### src/design/mctu_pkg.sv
// Constants and types for the six-channel timer with pin roles and events
// What this block does
// [RL1] Input A counts; A-phase on channels 1, 5
// [RL2] Input B counts; B-phase on channels 1, 5
// [RL3] Input C counts; A-phase on channels 2, 4
// [RL4] Input D counts; B-phase on channels 2, 4
// [RL5] Pins A/B: capture, compare output or PWM
// [RL6] Only channels 0, 3 have C/D pins
// [RL7] Channel 0: A-D match/capture plus overflow events
// [RL8] Channel 3: A-D match/capture plus overflow events
// [RL9] Channels 1,2,4,5: A, B, overflow, underflow events
// [RL10] Match/capture events trigger transfer, A events converter; patterns on 0-3
// [RL11] Edge select: rise 00, fall 01, both 1x
// [RL12] Edge ignored: phase mode, undivided, cascade source
package mctu_pkg;

  localparam int NCH = 6;
  localparam int CW  = 16;
  localparam int PW  = 12;

  // Count source select codes
  localparam logic [3:0] SEL_DIV1    = 4'h0;
  localparam logic [3:0] SEL_DIV4    = 4'h1;
  localparam logic [3:0] SEL_DIV16   = 4'h2;
  localparam logic [3:0] SEL_DIV64   = 4'h3;
  localparam logic [3:0] SEL_DIV256  = 4'h4;
  localparam logic [3:0] SEL_DIV1024 = 4'h5;
  localparam logic [3:0] SEL_DIV4096 = 4'h6;
  localparam logic [3:0] SEL_EXT_A   = 4'h7;
  localparam logic [3:0] SEL_EXT_B   = 4'h8;
  localparam logic [3:0] SEL_EXT_C   = 4'h9;
  localparam logic [3:0] SEL_EXT_D   = 4'ha;
  localparam logic [3:0] SEL_CASCADE = 4'hb;

  // Count edge select field
  localparam logic [1:0] EDGE_RISE = 2'h0;
  localparam logic [1:0] EDGE_FALL = 2'h1;
  localparam int         EDGE_BOTH_BIT = 1;

  // Pin role per general register
  localparam logic [1:0] ROLE_OFF = 2'h0;
  localparam logic [1:0] ROLE_CAP = 2'h1;
  localparam logic [1:0] ROLE_CMP = 2'h2;
  localparam logic [1:0] ROLE_PWM = 2'h3;

  // Values after reset
  localparam logic [CW-1:0] CNT_RESET = 16'h0000;
  localparam logic [CW-1:0] GR_RESET  = 16'hffff;
  localparam logic [PW-1:0] PRE_RESET = 12'h000;

  typedef struct packed {
    logic [3:0]      clk_sel;
    logic [1:0]      count_edge_sel;
    logic            phase_mode;
    logic [3:0][1:0] role;
  } mctu_cfg_t;

  typedef struct packed {
    logic cm_a;
    logic cm_b;
    logic cm_c;
    logic cm_d;
    logic ovf;
    logic udf;
  } mctu_irq_t;

  typedef struct packed {
    logic xfer_req;
    logic conv_start;
    logic pat_a;
    logic pat_b;
  } mctu_trig_t;

endpackage : mctu_pkg

### src/design/mctu_chan.sv
// One timer channel: counter, general registers, pins and events
`timescale 1ns/1ps
module mctu_chan #(
  parameter int CW      = 16,
  parameter bit HAS_CD  = 1'b0,
  parameter bit HAS_UDF = 1'b1,
  parameter bit HAS_PAT = 1'b1
) (
  input  wire logic                 clk,
  input  wire logic                 reset,
  input  wire logic                 up,
  input  wire logic                 dn,
  input  wire logic [3:0][1:0]      role,
  input  wire logic [3:0]           gr_wr_en,
  input  wire logic [CW-1:0]        gr_wr_data,
  input  wire logic [3:0]           pin_in,
  output logic      [CW-1:0]        channel_counter,
  output logic      [3:0]           pin_out,
  output logic      [3:0]           pin_oe,
  output mctu_pkg::mctu_irq_t       irq,
  output mctu_pkg::mctu_trig_t      trig
);

  logic [CW-1:0] general_reg [4];
  logic [3:0]    pin_q;
  logic [3:0]    cap;
  logic [3:0]    cmp;
  logic [3:0]    ev;
  wire  logic [CW-1:0] next_cnt;
  wire  logic          ovf_hit;
  wire  logic          udf_hit;

  assign next_cnt = up ? channel_counter + 16'h0001 :
                    dn ? channel_counter - 16'h0001 : channel_counter;
  assign ovf_hit  = up && (channel_counter == 16'hffff);
  assign udf_hit  = HAS_UDF && dn && (channel_counter == 16'h0000); // [RL9]
  assign ev       = cap | cmp;

  // ****************************************************
  // Per-register capture, compare and pin logic
  // ****************************************************
  for (genvar k = 0; k < 4; k++) begin : g_reg
    localparam bit ACT = (k < 2) || HAS_CD; // [RL6]
    assign cap[k] = ACT && (role[k] == mctu_pkg::ROLE_CAP) &&
                    pin_in[k] && !pin_q[k]; // [RL5]
    assign cmp[k] = ACT && role[k][1] && (up || dn) &&
                    (next_cnt == general_reg[k]); // [RL5]

    // Capture beats a same-cycle write so no event is lost
    always_ff @(posedge clk) begin
      if (reset) begin
        general_reg[k] <= mctu_pkg::GR_RESET;
      end else if (cap[k]) begin
        general_reg[k] <= channel_counter;
      end else if (gr_wr_en[k]) begin
        general_reg[k] <= gr_wr_data;
      end
    end

    always_ff @(posedge clk) begin
      if (reset) begin
        pin_out[k] <= 1'b0;
        pin_oe[k]  <= 1'b0;
      end else begin
        pin_oe[k] <= ACT && role[k][1]; // [RL5] [RL6]
        if (role[k] == mctu_pkg::ROLE_PWM) begin
          pin_out[k] <= ACT && (next_cnt < general_reg[k]); // [RL5]
        end else if (role[k] == mctu_pkg::ROLE_CMP) begin
          pin_out[k] <= pin_out[k] ^ cmp[k]; // [RL5]
        end else begin
          pin_out[k] <= 1'b0;
        end
      end
    end
  end

  always_ff @(posedge clk) begin
    if (reset) begin
      channel_counter <= mctu_pkg::CNT_RESET;
      pin_q           <= 4'h0;
      irq             <= '0;
      trig            <= '0;
    end else begin
      channel_counter <= next_cnt;
      pin_q           <= pin_in;
      irq  <= {ev[0], ev[1], ev[2], ev[3], ovf_hit, udf_hit}; // [RL7] [RL8]
      trig <= {|ev, ev[0], HAS_PAT && ev[0], HAS_PAT && ev[1]}; // [RL10]
    end
  end

endmodule : mctu_chan

### src/design/mctu_top.sv
// Six-channel timer: count sources, edge and phase decoding, channels
`timescale 1ns/1ps
module mctu_top #(
  parameter int NCH = mctu_pkg::NCH,
  parameter int CW  = mctu_pkg::CW
) (
  input  wire logic                              clk,
  input  wire logic                              reset,
  input  wire logic                              ext_count_in_a,
  input  wire logic                              ext_count_in_b,
  input  wire logic                              ext_count_in_c,
  input  wire logic                              ext_count_in_d,
  input  mctu_pkg::mctu_cfg_t [NCH-1:0]          cfg,
  input  wire logic [NCH-1:0][3:0]               gr_wr_en,
  input  wire logic [CW-1:0]                     gr_wr_data,
  input  wire logic [NCH-1:0][3:0]               capcmp_in,
  output logic      [NCH-1:0][CW-1:0]            channel_counter,
  output logic      [NCH-1:0][3:0]               capcmp_out,
  output logic      [NCH-1:0][3:0]               capcmp_oe,
  output mctu_pkg::mctu_irq_t  [NCH-1:0]         irq,
  output mctu_pkg::mctu_trig_t [NCH-1:0]         trig
);

  // ****************************************************
  // Prescaler and input history
  // ****************************************************
  logic [mctu_pkg::PW-1:0] pre;
  logic [mctu_pkg::PW-1:0] pre_q;
  logic [3:0]              ext_q;
  logic [3:0]              ext_qq;

  // Inputs are synchronous, so these are history stages only
  always_ff @(posedge clk) begin
    if (reset) begin
      pre    <= mctu_pkg::PRE_RESET;
      pre_q  <= mctu_pkg::PRE_RESET;
      ext_q  <= 4'h0;
      ext_qq <= 4'h0;
    end else begin
      pre    <= pre + 12'h001;
      pre_q  <= pre;
      ext_q  <= {ext_count_in_d, ext_count_in_c,
                 ext_count_in_b, ext_count_in_a}; // [RL1] [RL2] [RL3] [RL4]
      ext_qq <= ext_q;
    end
  end

  // Level of the selected source; divided clocks are prescaler bits
  function automatic logic src_level(input logic [3:0] sel,
                                     input logic [mctu_pkg::PW-1:0] p,
                                     input logic [3:0] e);
    logic lvl;
    lvl = 1'b0;
    case (sel)
      mctu_pkg::SEL_DIV4:    lvl = p[1];
      mctu_pkg::SEL_DIV16:   lvl = p[3];
      mctu_pkg::SEL_DIV64:   lvl = p[5];
      mctu_pkg::SEL_DIV256:  lvl = p[7];
      mctu_pkg::SEL_DIV1024: lvl = p[9];
      mctu_pkg::SEL_DIV4096: lvl = p[11];
      mctu_pkg::SEL_EXT_A:   lvl = e[0]; // [RL1]
      mctu_pkg::SEL_EXT_B:   lvl = e[1]; // [RL2]
      mctu_pkg::SEL_EXT_C:   lvl = e[2]; // [RL3]
      mctu_pkg::SEL_EXT_D:   lvl = e[3]; // [RL4]
      default:               lvl = 1'b0;
    endcase
    return lvl;
  endfunction : src_level

  // Edge pick from the count edge select field
  function automatic logic edge_pick(input logic [1:0] es,
                                     input logic cur,
                                     input logic prv);
    logic rise;
    logic fall;
    rise = cur && !prv;
    fall = !cur && prv;
    if (es[mctu_pkg::EDGE_BOTH_BIT]) begin
      return rise || fall;
    end
    return (es == mctu_pkg::EDGE_FALL) ? fall : rise; // [RL11]
  endfunction : edge_pick

  // ****************************************************
  // Channels
  // ****************************************************
  logic [NCH-1:0] up;
  logic [NCH-1:0] dn;
  logic [NCH-1:0] phase_on;

  for (genvar c = 0; c < NCH; c++) begin : g_ch
    // Phase inputs: A/B pair for channels 1 and 5, C/D for 2 and 4
    localparam bit HAS_PH = (c == 1) || (c == 2) || (c == 4) || (c == 5);
    localparam int PA     = ((c == 2) || (c == 4)) ? 2 : 0;
    localparam bit HAS_CD = (c == 0) || (c == 3);
    localparam int PREV   = (c == 0) ? NCH - 1 : c - 1;

    wire logic [3:0] sel;
    wire logic       cur;
    wire logic       prv;
    wire logic       tick;
    wire logic       ph_move;
    wire logic       ph_fwd;

    assign sel  = cfg[c].clk_sel;
    assign cur  = src_level(sel, pre, ext_q);
    assign prv  = src_level(sel, pre_q, ext_qq);
    // Undivided and cascade sources bypass the edge select
    assign tick = (sel == mctu_pkg::SEL_DIV1) ? 1'b1 : // [RL12]
                  (sel == mctu_pkg::SEL_CASCADE) ?
                    (irq[PREV].ovf || irq[PREV].udf) : // [RL12]
                  edge_pick(cfg[c].count_edge_sel, cur, prv); // [RL11]

    // Quadrature x4: one phase changes per count; both at once is lost
    assign ph_move = (ext_q[PA] ^ ext_qq[PA]) ^
                     (ext_q[PA+1] ^ ext_qq[PA+1]);
    assign ph_fwd  = ext_q[PA] ^ ext_qq[PA+1];
    assign phase_on[c] = HAS_PH && cfg[c].phase_mode;
    assign up[c] = phase_on[c] ? (ph_move && ph_fwd) : tick; // [RL1] [RL3]
    assign dn[c] = phase_on[c] && ph_move && !ph_fwd; // [RL2] [RL4]

    mctu_chan #(
      .CW      (CW),
      .HAS_CD  (HAS_CD),
      .HAS_UDF (!HAS_CD),
      .HAS_PAT (c < 4)
    ) u_chan (
      .clk             (clk),
      .reset           (reset),
      .up              (up[c]),
      .dn              (dn[c]),
      .role            (cfg[c].role),
      .gr_wr_en        (gr_wr_en[c]),
      .gr_wr_data      (gr_wr_data),
      .pin_in          (capcmp_in[c]),
      .channel_counter (channel_counter[c]),
      .pin_out         (capcmp_out[c]),
      .pin_oe          (capcmp_oe[c]),
      .irq             (irq[c]),
      .trig            (trig[c])
    );
  end
endmodule : mctu_top

### config.mk
export PLATFORM = sky130hd
export DESIGN_NAME = mctu_top
export DESIGN_NICKNAME = d
export VERILOG_FILES = /design/src/design/mctu_pkg.sv /design/src/design/mctu_chan.sv /design/src/design/mctu_top.sv
export SDC_FILE = /design/constraint.sdc
export NUM_CORES = 1
export LEC_CHECK = 0
export ABC_AREA = 1
export ABC_CLOCK_PERIOD_IN_PS = 7450
export BUFFER_PORTS_ARGS = -buffer_cell sky130_fd_sc_hd__buf_2
export CORE_UTILIZATION = 35
export DETAILED_ROUTE_END_ITERATION = 8
export PLACE_DENSITY = 0.62
export SLEW_MARGIN = 20
export SYNTH_ARGS = -nofsm -noshare
export SYNTH_HDL_FRONTEND = slang
export SYNTH_SLANG_ARGS = --single-unit
export TNS_END_PERCENT = 30
### constraint.sdc
create_clock -name clk -period 7.45 [get_ports clk]
set_clock_uncertainty 0.1 [all_clocks]
set_input_delay 0.745 -clock clk [delete_from_list [all_inputs] [get_ports clk]]
set_output_delay 0.745 -clock clk [all_outputs]
set_load 0.02 [all_outputs]
Word-level counts from Yosys, hierarchy flattened --
Memory sizes are Yosys's and may differ from the RTL's. Index checks and enable logic that the tools add are counted.
Cells by class: muxes and demuxes 272, bitwise gates (word level) 70, shift operators 0, $add $sub $neg 11, multipliers 0, equal/unequal tests 142, reduce and logical (&&, ||, !) cells 158, div/mod/pow operators 0, magnitude comparators 16
Operators by type and width (number):
- 2-to-1 mux 16 bit | 50
- equality test 16 bit | 16
- less-than comparator 16 bit | 16
- 2-to-1 mux 1 bit | 210
- case mux 1 bit (10 select lines) | 12
- adder 16 x 1 -> 16 bit, second input constant | 6
- equality test 16 bit, second input constant | 6
- equality test 4 x 3 -> 1 bit, second input constant | 24
- equality test 4 bit, second input constant | 24
- logical AND 1 bit | 96
- equality test 2 bit, second input constant | 32
- logical NOT 16 bit | 4
- subtractor 16 x 1 -> 16 bit, second input constant | 4
- equality test 4 x 2 -> 1 bit, second input constant | 12
- equality test 2 x 1 -> 1 bit, second input constant | 22
- OR 1 bit | 40
- logical NOT 1 bit | 30
- equality test 4 x 1 -> 1 bit, second input constant | 6
- logical NOT 4 bit | 6
- OR reduction 4 bit | 6
- bitwise XOR 1 bit | 24
- logical OR 1 bit | 14
- adder 12 x 1 -> 12 bit, second input constant | 1
- OR 2 bit | 4
- 2 further kinds | 4
Storage, ports and cells: input port bits 160, memory bits (writable) 384, memories 6, output and inout bits 204, logic and storage cells 763, ROM bits 0, latch bits 0, bits in registers 216
Memories:
- g_ch[0].u_chan.general_reg | words 4, bits a word 16, rd ports 4, clocked after Yosys merged registers in 0, write ports 4, RTL line mctu_chan.sv:24 | logic [CW-1:0] general_reg [4];
- g_ch[1].u_chan.general_reg | words 4, bits a word 16, rd ports 2, clocked after Yosys merged registers in 0, write ports 4, RTL line mctu_chan.sv:24
- g_ch[2].u_chan.general_reg | words 4, bits a word 16, rd ports 2, clocked after Yosys merged registers in 0, write ports 4, RTL line mctu_chan.sv:24
- g_ch[3].u_chan.general_reg | words 4, bits a word 16, rd ports 4, clocked after Yosys merged registers in 0, write ports 4, RTL line mctu_chan.sv:24
- g_ch[4].u_chan.general_reg | words 4, bits a word 16, rd ports 2, clocked after Yosys merged registers in 0, write ports 4, RTL line mctu_chan.sv:24
- g_ch[5].u_chan.general_reg | words 4, bits a word 16, rd ports 2, clocked after Yosys merged registers in 0, write ports 4, RTL line mctu_chan.sv:24

Logic depth before layout (Yosys ltp) --
Gate-level depths: netlist of the first run.
depth after elaboration 16, mapped depth 34, gate-level depth less buffers 33

Hierarchy --
Synthesis of the first run repeated with hierarchy kept, for this count alone.
Second synthesis, totals: cells, all modules 4346, area total of the unflattened synthesis 31436.4 sq um
Modules (own cells, without submodules):
- mctu_chan at g_ch[0].u_chan ... | sequential area each 2602.5 sq um, cells each 823, area each 6321.1 sq um, times used 2
- mctu_chan at g_ch[2].u_chan ... | sequential area each 1501.4 sq um, cells each 516, area each 3841.2 sq um, times used 3
- mctu_chan at g_ch[1].u_chan | sequential area each 1501.4 sq um, cells each 525, area each 3918.8 sq um, times used 1
- mctu_top | sequential area each 520.5 sq um, cells each 627, area each 3352.0 sq um, times used 1

Worst setup path before layout of the first run --
No wires, ideal clock.
path kind input to register, start point input port cfg[88] in the netlist's numbering, end point register, netlist name g_ch[5].u_chan.trig[3], cell stages on the path 30, setup time 0.058 ns, data required time 7.292 ns, buffers on the path 1, slack 2.855 ns, arrival 4.438 ns, path through inv_1 nor2_1 nand2_1 nor2_1 a311oi_1 o211ai_1 nor3_1 inv_1 ha_1 inv_1 o21ai_0 o21ai_0 nand2_1 nand2_1 nand2_1 nand2_1 inv_1 buf_2 o211ai_1 xor2_1 inv_1 ha_1 nand4_1 or3_1 nor3_1 o2111ai_1 nor2_1 nand2_1 o21ai_0 or2_1
Between the ends: longest elaborated chain between the ends 15, elaborated cells between the ends (all ways) 35, those cells by class eq/ne: 13; mux: 9; bitwise: 1; reduce/logical: 12
Ends and longest elaborated chain:
- start: declaration | RTL line mctu_top.sv:13 | input mctu_pkg::mctu_cfg_t [NCH-1:0] cfg,
- equality test 4 bit, or another cell as far along | RTL line mctu_top.sv:54 | case (sel)
- case mux 1 bit (10 select lines) | RTL line mctu_top.sv:54
- logical NOT 1 bit, on equally long branches | RTL line mctu_top.sv:76, mctu_top.sv:77
- logical AND 1 bit, on equally long branches | RTL line mctu_top.sv:76, mctu_top.sv:77
- logical OR 1 bit | RTL line mctu_top.sv:79 | return rise || fall;
- 2-to-1 mux 1 bit | RTL line mctu_top.sv:78 | if (es[mctu_pkg::EDGE_BOTH_BIT]) begin
- 2-to-1 mux 1 bit | RTL line mctu_top.sv:81 | return (es == mctu_pkg::EDGE_FALL) ? fall : rise;
- 2-to-1 mux 1 bit | RTL line mctu_top.sv:110 | (sel == mctu_pkg::SEL_CASCADE) ?
- 2-to-1 mux 1 bit (*) | RTL line mctu_top.sv:109 | assign tick = (sel == mctu_pkg::SEL_DIV1) ? 1'b1 :
- 2-to-1 mux 1 bit (*) | RTL line mctu_top.sv:119 | assign up[c] = phase_on[c] ? (ph_move && ph_fwd) : tick;
- 2-to-1 mux 16 bit (*) | RTL line mctu_chan.sv:33 | assign next_cnt = up ? channel_counter + 16'h0001 :
- named net g_ch[5].u_chan.next_cnt[13] | RTL line mctu_chan.sv:29 | wire logic [CW-1:0] next_cnt;
- equality test 16 bit | RTL line mctu_chan.sv:47 | (next_cnt == general_reg[k]);
- logical AND 1 bit | RTL line mctu_chan.sv:46 | assign cmp[k] = ACT && role[k][1] && (up || dn) &&
- OR 2 bit (*) | RTL line mctu_chan.sv:37 | assign ev = cap | cmp;
- OR reduction 4 bit (*) | RTL line mctu_chan.sv:87 | trig <= {|ev, ev[0], HAS_PAT && ev[0], HAS_PAT && ev[1]};
The timed path passes the listed nets; every way through them passes the cells marked *. The select of a mux whose other input is x is not followed. A chain may end at the register's enable or synchronous reset.

Worst setup path in the final report of the first run --
start point register ext_qq[1], end point register g_ch[0].u_chan.pin_out[1]
Between the ends: longest elaborated chain between the ends 14, elaborated cells between the ends (all ways) 18, those cells by class order compare: 1; eq/ne: 1; mux: 9; bitwise: 1; reduce/logical: 6
Ends and longest elaborated chain:
- start: declaration | RTL line mctu_top.sv:30 | logic [3:0] ext_qq;
- start signal: assignment | RTL line mctu_top.sv:44 | ext_qq <= ext_q;
- case mux 1 bit (10 select lines) (*) | RTL line mctu_top.sv:54
- logical NOT 1 bit | RTL line mctu_top.sv:76 | rise = cur && !prv;
- logical AND 1 bit | RTL line mctu_top.sv:76
- logical OR 1 bit | RTL line mctu_top.sv:79
- 2-to-1 mux 1 bit | RTL line mctu_top.sv:78
- 2-to-1 mux 1 bit (*) | RTL line mctu_top.sv:81
- 2-to-1 mux 1 bit (*) | RTL line mctu_top.sv:110
- 2-to-1 mux 1 bit (*) | RTL line mctu_top.sv:109
- 2-to-1 mux 16 bit (*) | RTL line mctu_chan.sv:33
- named net g_ch[0].u_chan.next_cnt[9] | RTL line mctu_chan.sv:29
- parallel branches: the longest is 4 deep, another holds less-than comparator 16 bit
- 2-to-1 mux 1 bit (*) | RTL line mctu_chan.sv:66 | if (role[k] == mctu_pkg::ROLE_PWM) begin
- end signal: indexed assignment | RTL line mctu_chan.sv:67 | pin_out[k] <= ACT && (next_cnt < general_reg[k]);
- end signal: indexed assignment | RTL line mctu_chan.sv:69 | pin_out[k] <= pin_out[k] ^ cmp[k];
- end: declaration | RTL line mctu_chan.sv:18 | output logic [3:0] pin_out,
Mark *: on every way through the listed nets, which the timed path passes. The select of a mux whose other input is x is not followed.

==> results of run 1 <==
==> kinds of logic (layout without fill, tap and decap cells) <==
group           count (synthesis)  in the layout  synth area share [%]
buf+inv                       866           1104                  11.9
mux                             2              2                0.0733
other cells                     1             32                0.0129
flops                         458            458                  40.4
compound gates                627            627                  12.4
xor+xnor                       98             98                  3.18
simple gates                 1381           1381                  20.1
fa+ha+maj                     275            275                  11.9
==> cells in the final DEF, fill, tap and decap left out, types with 9 or more instances in the layout <==
master and n:
o21ai_0 94, ha_1 275, o211ai_1 55, buf_2 298, dfxtp_1 202, clkinv_2 10
nand2_1 464, conb_1 30, nand4_1 47, o21a_1 13, nor3_1 71, xor2_1 86
a311oi_1 17, edfxtp_1 256, buf_4 21, o22ai_1 22, o221ai_1 9, nor4_1 44
a211oi_1 18, clkbuf_16 60, inv_1 671, nor2_1 554, a21oi_1 363, nand3_1 159
and2_1 10
==> worst max path at each step <==
stage	slack [ns]	endpoint	cells after the start
detailed placement	1.34	g_ch[0].u_chan.pin_out[1]	30
floorplan	2.85	g_ch[5].u_chan.trig[3]	30
global placement	1.36	g_ch[0].u_chan.pin_out[1]	30
CTS	1.92	g_ch[0].u_chan.pin_out[1]	24
finish	1.85	g_ch[0].u_chan.pin_out[1]	23
global route	1.28	g_ch[5].u_chan.trig[3]	28
==> power breakdown <==
| part | leakage, nW | internal (mW) | switching [mW] | total [mW] |
|---|---|---|---|---|
| clock network | 0.963 | 1.75 | 1.16 | 2.90 |
| registers | 3.86 | 2.85 | 0.187 | 3.04 |
| logic | 12.4 | 0.457 | 0.965 | 1.42 |
| total | 17.2 | 5.06 | 2.31 | 7.36 |
==> metal layers <==
| metal | routed length, um | up-vias |
|---|---|---|
| li1 | - | 12600 |
| met1 | 39600 | 12100 |
| met2 | 43900 | 771 |
| met3 | 5230 | 150 |
| met4 | 2630 | 4 |
| met5 | 25 | - |
==> stage by stage <==
stage / hold WS [ns] / util [%] / cells
6_report: 0.231 / 40.5 / 5047
3_3_place_gp: 0.333 / 38.1 / 4941
4_1_cts: 0.200 / 40.4 / 5045
2_1_floorplan: 0.318 / - / 3737
5_1_grt: 0.223 / 40.5 / 5047
3_5_place_dp: 0.344 / 38.1 / 4941
==> worst max-delay path: cells and delay by family, from the launching register on <==
family / cells / cell delay [ns]
buffers and inverters: 4 / 0.49
xor gates and xnor gates: 1 / 0.20
DFF: 1 / 0.43
adders and majority gates: 2 / 0.59
and+or+nand+nor: 10 / 2.96
AOI/OAI and AO/OA: 6 / 0.70
==> area by class of cell <==
type / instances / area (um^2)
diodes: 2 / 5.00
flip-flops and latches: 458 / 11700
clock buffers: 76 / 1640
inverters: 679 / 2550
repair buffers: 321 / 1680
fillers: 8255 / 48900
well taps: 1070 / 1340
clock inverters: 28 / 313
multi-input cells: 2413 / 14000
==> out/qor.csv, run 1 <==
metric,value,unit
status,finished clean,
gp_congestion,0.883,
routed_wl,91.4,mm
drc_errors,0,
synth.most_common_cell,inv_1,
grt_pass1_vias,24000,
initial_core_util,35.3,%
row_count,105,
grt.busiest_layer,met2,
die_y,290,um
io_buffers,299,
layout-drive-gt1-share,11.3,%
syn_to_final_growth,14.5,%
cts.htree.levels,2,
ys_ff_latch,458,
synth_edf_count,256,
synth-seq-area-share,40.4,%
viasPerCell,5.07,
synth_top_area_cell,edfxtp_1,
synth_cell_types,66,
cp-startpoint,ext_qq[1],
grt_use_met2,36.8,%
critPathMaxFanout,13,
wl_per_cell,18.1,um
rrSetupSlack,1.85,ns
synth_flop_cell,edfxtp_1,
vias,25600,
startpoint_type,flip-flop,
hold-path-endpoint,ext_q[2],
hold_depth,3,
leakage,17.2,nW
ant_nets,0,
fin_setup_tns,0,ns
irDropWorstVdd,0.183,mV
maxCapViolations,0,
finalPower,7.36,mW
grt_util_met1,27.5,%
crit_path_cell_trace,"inv_1, nor4_1, a311oi_1, nand3_1, inv_1, ha_1, o22ai_1, o32ai_1, nand2_1, nand4_1, nor2_1, nand2_1, nor2_1, xor2_1, inv_1, ha_1, nand2_1, nor4_1, nand3_1, a21oi_1, o21ai_0, o211ai_1, inv_1",
grt_pass1_wl,140,mm
grt_max_degree,120,
async_flop_share,0,%
worstReg2RegStart,ext_qq[1],
post-route-period-util,75.2,%
rsz0062_at_grt,no,
clock.fmax,0.178,GHz
placedInstanceArea,0.0313,mm^2
layout_min_cycle_time,5.60,ns
yosysTopAreaCellShare,26.5,%
netlist_instances,3708,
cts_num_sinks,458,
die_area,0.0841,mm^2
reg2reg_depth,23,
cts-root-buf,clkbuf_16,
hold_start,ext_count_in_c,
tightest_slew,1.15,ns
design_area,0.0332,mm^2
core-area,0.0821,mm^2
required,7.86,ns
slew_headroom,23.0,%
largest_reg_flops,256,
clkTransAtPathRegs,0.07,ns
syn_area,0.0290,mm^2
finalHoldViolCount,0,
grt-ovfl-total,0,
worstPathArrival,6.02,ns
yosysWarnings,0,
cts_resized,0,
cts_setup_buffers,0,
ios,364,
slew_viol_final,0,
ys_top_cells_by_area,"edfxtp_1, dfxtp_1, ha_1",
critPathKind,flip-flop to flip-flop,
antenna_found_initial,5,
insertion_delay,0.62,ns
grt_usage,21.3,%
clock_path_buffers,3,
cpMostUsedCell,inv_1,
dp_hpwl,66.3,mm
die_width,290,um
cts_made_buffers,55,
setup_viol,0,
end_kind,flip-flop,
met3_usage,2.88,%
drt_iter0_markers,1830,
syn_area_per_cell,7.82,um^2
holdBufCountCts,0,
hp-class,input pin to flip-flop,
dr.pass1.iters,5,
critPathSlowestCell,nor4_1,
final_nets,4363,
setup_slack,1.85,ns
reg2reg_to,g_ch[0].u_chan.pin_out[1],
synth_common_cells,"inv_1, nor2_1, nand2_1, a21oi_1, ha_1",
dpl_worst_slack,1.34,ns
power_density,222,mW/mm^2
cts_tree,done,
max_stage_delay,0.79,ns
(Power assumes the default switching activity.)
==> run 2: changes to the inputs <==
--- a/config.mk
+++ b/config.mk
@@ -6,7 +6,7 @@
 export NUM_CORES = 1
 export LEC_CHECK = 0
 export ABC_AREA = 1
-export ABC_CLOCK_PERIOD_IN_PS = 7450
+export ABC_CLOCK_PERIOD_IN_PS = 5250
 export BUFFER_PORTS_ARGS = -buffer_cell sky130_fd_sc_hd__buf_2
 export CORE_UTILIZATION = 35
 export DETAILED_ROUTE_END_ITERATION = 8
==> constraint.sdc (replaced) <==
create_clock -name clk -period 5.25 [get_ports clk]
set_clock_uncertainty 0.1 [all_clocks]
set_input_delay 0.525 -clock clk [delete_from_list [all_inputs] [get_ports clk]]
set_output_delay 0.525 -clock clk [all_outputs]
set_load 0.02 [all_outputs]
==> run 2 against run 1 <==
Compared with the run above: critical path depth stayed put; cell count is 1.1% higher; largest cell class unchanged; register-to-register slack worse by 1.5 ns; combinational power is 46% higher; worst hold slack worse by 0.20 ns.
==> out/qor.csv, run 2 (synthesis results as in run 1) <==
metric,value,unit,change
irDropWorstVdd,0.243,mV,was 0.183 mV
finalPower,10.4,mW,was 7.36 mW
gp_congestion,0.906,,was 0.883
dpl_worst_slack,-0.0978,ns,was 1.34 ns
layout-drive-gt1-share,12.8,%,was 11.3%
insertion_delay,0.62,ns,about the same
ios,364,,unchanged
power_density,309,mW/mm^2,was 222 mW/mm^2
core-area,0.0821,mm^2,unchanged
fin_cells,5101,,was 5047
critPathSlowestCell,nor3_1,,was nor4_1
vias,25700,,was 25600
placedInstanceArea,0.0316,mm^2,was 0.0313 mm^2
tightest_slew,1.20,ns,was 1.15 ns
worstPathArrival,5.26,ns,was 6.02 ns
grt_usage,21.5,%,was 21.3%
initial_core_util,35.3,%,unchanged
maxCapViolations,0,,unchanged
rrSetupSlack,0.39,ns,was 1.85 ns
clock_path_buffers,3,,unchanged
required,5.66,ns,was 7.86 ns
drt_iter0_markers,1633,,was 1830
drc_errors,0,,unchanged
critPathKind,flip-flop to flip-flop,,unchanged
end_kind,flip-flop,,unchanged
finalHoldViolCount,0,,unchanged
critPathMaxFanout,8,,was 13
io_buffers,299,,unchanged
cts_tree,done,,unchanged
grt-ovfl-total,0,,unchanged
layout_min_cycle_time,4.86,ns,was 5.60 ns
clkTransAtPathRegs,0.06,ns,was 0.07 ns
startpoint_type,flip-flop,,unchanged
hp-class,input pin to flip-flop,,unchanged
cts.htree.levels,2,,unchanged
routed_wl,92.4,mm,was 91.4 mm
die_width,290,um,unchanged
status,finished clean,,unchanged
syn_to_final_growth,16.0,%,was 14.5%
setup_viol,0,,unchanged
cts_made_buffers,54,,was 55
slew_headroom,20.1,%,was 23.0%
grt_pass1_wl,140,mm,about the same
crit_path_cell_trace,"inv_1, nor4_1, a311oi_1, nand3_1, inv_1, ha_1, o22ai_1, o32ai_1, nand2_2, nand2_1, nor2_1, nand4_1, nor2_1, xor2_1, inv_1, ha_1, nand2_1, nor3_1, nand3_1, a21oi_1, o21ai_0, o211ai_1, inv_1",,"was inv_1, nor4_1, a311oi_1, nand3_1, inv_1, ha_1, o22ai_1, o32ai_1, nand2_1, nand4_1, nor2_1, nand2_1, nor2_1, xor2_1, inv_1, ha_1, nand2_1, nor4_1, nand3_1, a21oi_1, o21ai_0, o211ai_1, inv_1"
place_inst,4993,,was 4941
viasPerCell,5.03,,was 5.07
die_y,290,um,unchanged
antenna_found_initial,4,,was 5
leakage,17.5,nW,was 17.2 nW
fill_cells,8294,,was 8255
fin_setup_tns,0,ns,unchanged
setup_slack,0.395,ns,was 1.85 ns
grt_max_degree,57,,was 120
clock.fmax,0.206,GHz,was 0.178 GHz
hold_ws,0.0362,ns,was 0.231 ns
cts_num_sinks,458,,unchanged
post-route-period-util,92.5,%,was 75.2%
row_count,105,,unchanged
grt_pass1_vias,24500,,was 24000
design_area,0.0336,mm^2,was 0.0332 mm^2
final_util,41.0,%,was 40.5%
cpMostUsedCell,inv_1,,unchanged
wl_per_cell,18.1,um,about the same
final_nets,4419,,was 4363
die_area,0.0841,mm^2,unchanged
largest_reg_flops,256,,unchanged
max_stage_delay,0.44,ns,was 0.79 ns
most-common-layout-cells,"inv_1, nor2_1, nand2_1, a21oi_1, buf_2",,unchanged
ant_nets,0,,unchanged
cts-root-buf,clkbuf_16,,unchanged
dp_hpwl,67.9,mm,was 66.3 mm
slew_viol_final,0,,unchanged
final_common_cell,inv_1,,unchanged
dr.pass1.iters,5,,unchanged
==> run 2: cell types whose count changed in the layout (fill, tap and decap cells not counted), sizes merged <==
cell / delta
buf: +52
dlygate4sd3: +5
clkinvlp: +3
clkinv: -2
inv: -2
clkbuf: -1
diode: -1
==> run 2: layout make-up <==
cell class,instances,area (um^2),share of cell area (%)
flip-flops and latches,458,11700,34.9
repair buffers,378,2120,6.31
clock inverters,27,315,0.937
inverters,679,2550,7.58
diodes,1,2.50,0.00744
multi-input cells,2413,14000,41.6
clock buffers,75,1580,4.69
well taps,1070,1340,3.98
==> run 2: routing by layer <==
| metal | up-vias | GRT usage (%) | wire (um) |
|---|---|---|---|
| met5 | - | 0 | 25 |
| met4 | 4 | 9.20 | 3980 |
| met3 | 186 | 3.66 | 6300 |
| met2 | 815 | 36.7 | 43500 |
| met1 | 12000 | 26.5 | 38600 |
| li1 | 12700 | - | - |
==> run 2: critical path: cells and delay by family, from the launching register on <==
| family | cells | cell delay (ns) |
|---|---|---|
| adder cells (fa/ha/maj) | 2 | 0.57 |
| AND/OR/NAND/NOR | 10 | 2.21 |
| buffers and inverters | 4 | 0.50 |
| flip-flops | 1 | 0.42 |
| XOR/XNOR | 1 | 0.23 |
| AO/OA/AOI/OAI | 6 | 0.70 |
==> run 2: final timing paths <==
check	from	endpoint	cells past startpoint
max	ext_qq[1]	g_ch[0].u_chan.pin_out[2]	23
min	capcmp_in[0]	g_ch[0].u_chan.pin_q[0]	3
max reg2reg	ext_qq[1]	g_ch[0].u_chan.pin_out[2]	23
min reg2reg	pre[0]	pre[0]	1
==> run 2: power breakdown <==
part | switching [mW] | internal (mW)
sequential | 0.261 | 4.04
clock | 1.63 | 2.40
combinational | 1.39 | 0.678
total | 3.28 | 7.12
==> run 2: repair_timing <==
action,CTS,global route
setup endpoints to repair,0,16
hold buffers,5,0
setup buffers,0,0
gates resized for setup,0,15
hold endpoints to repair,5,0
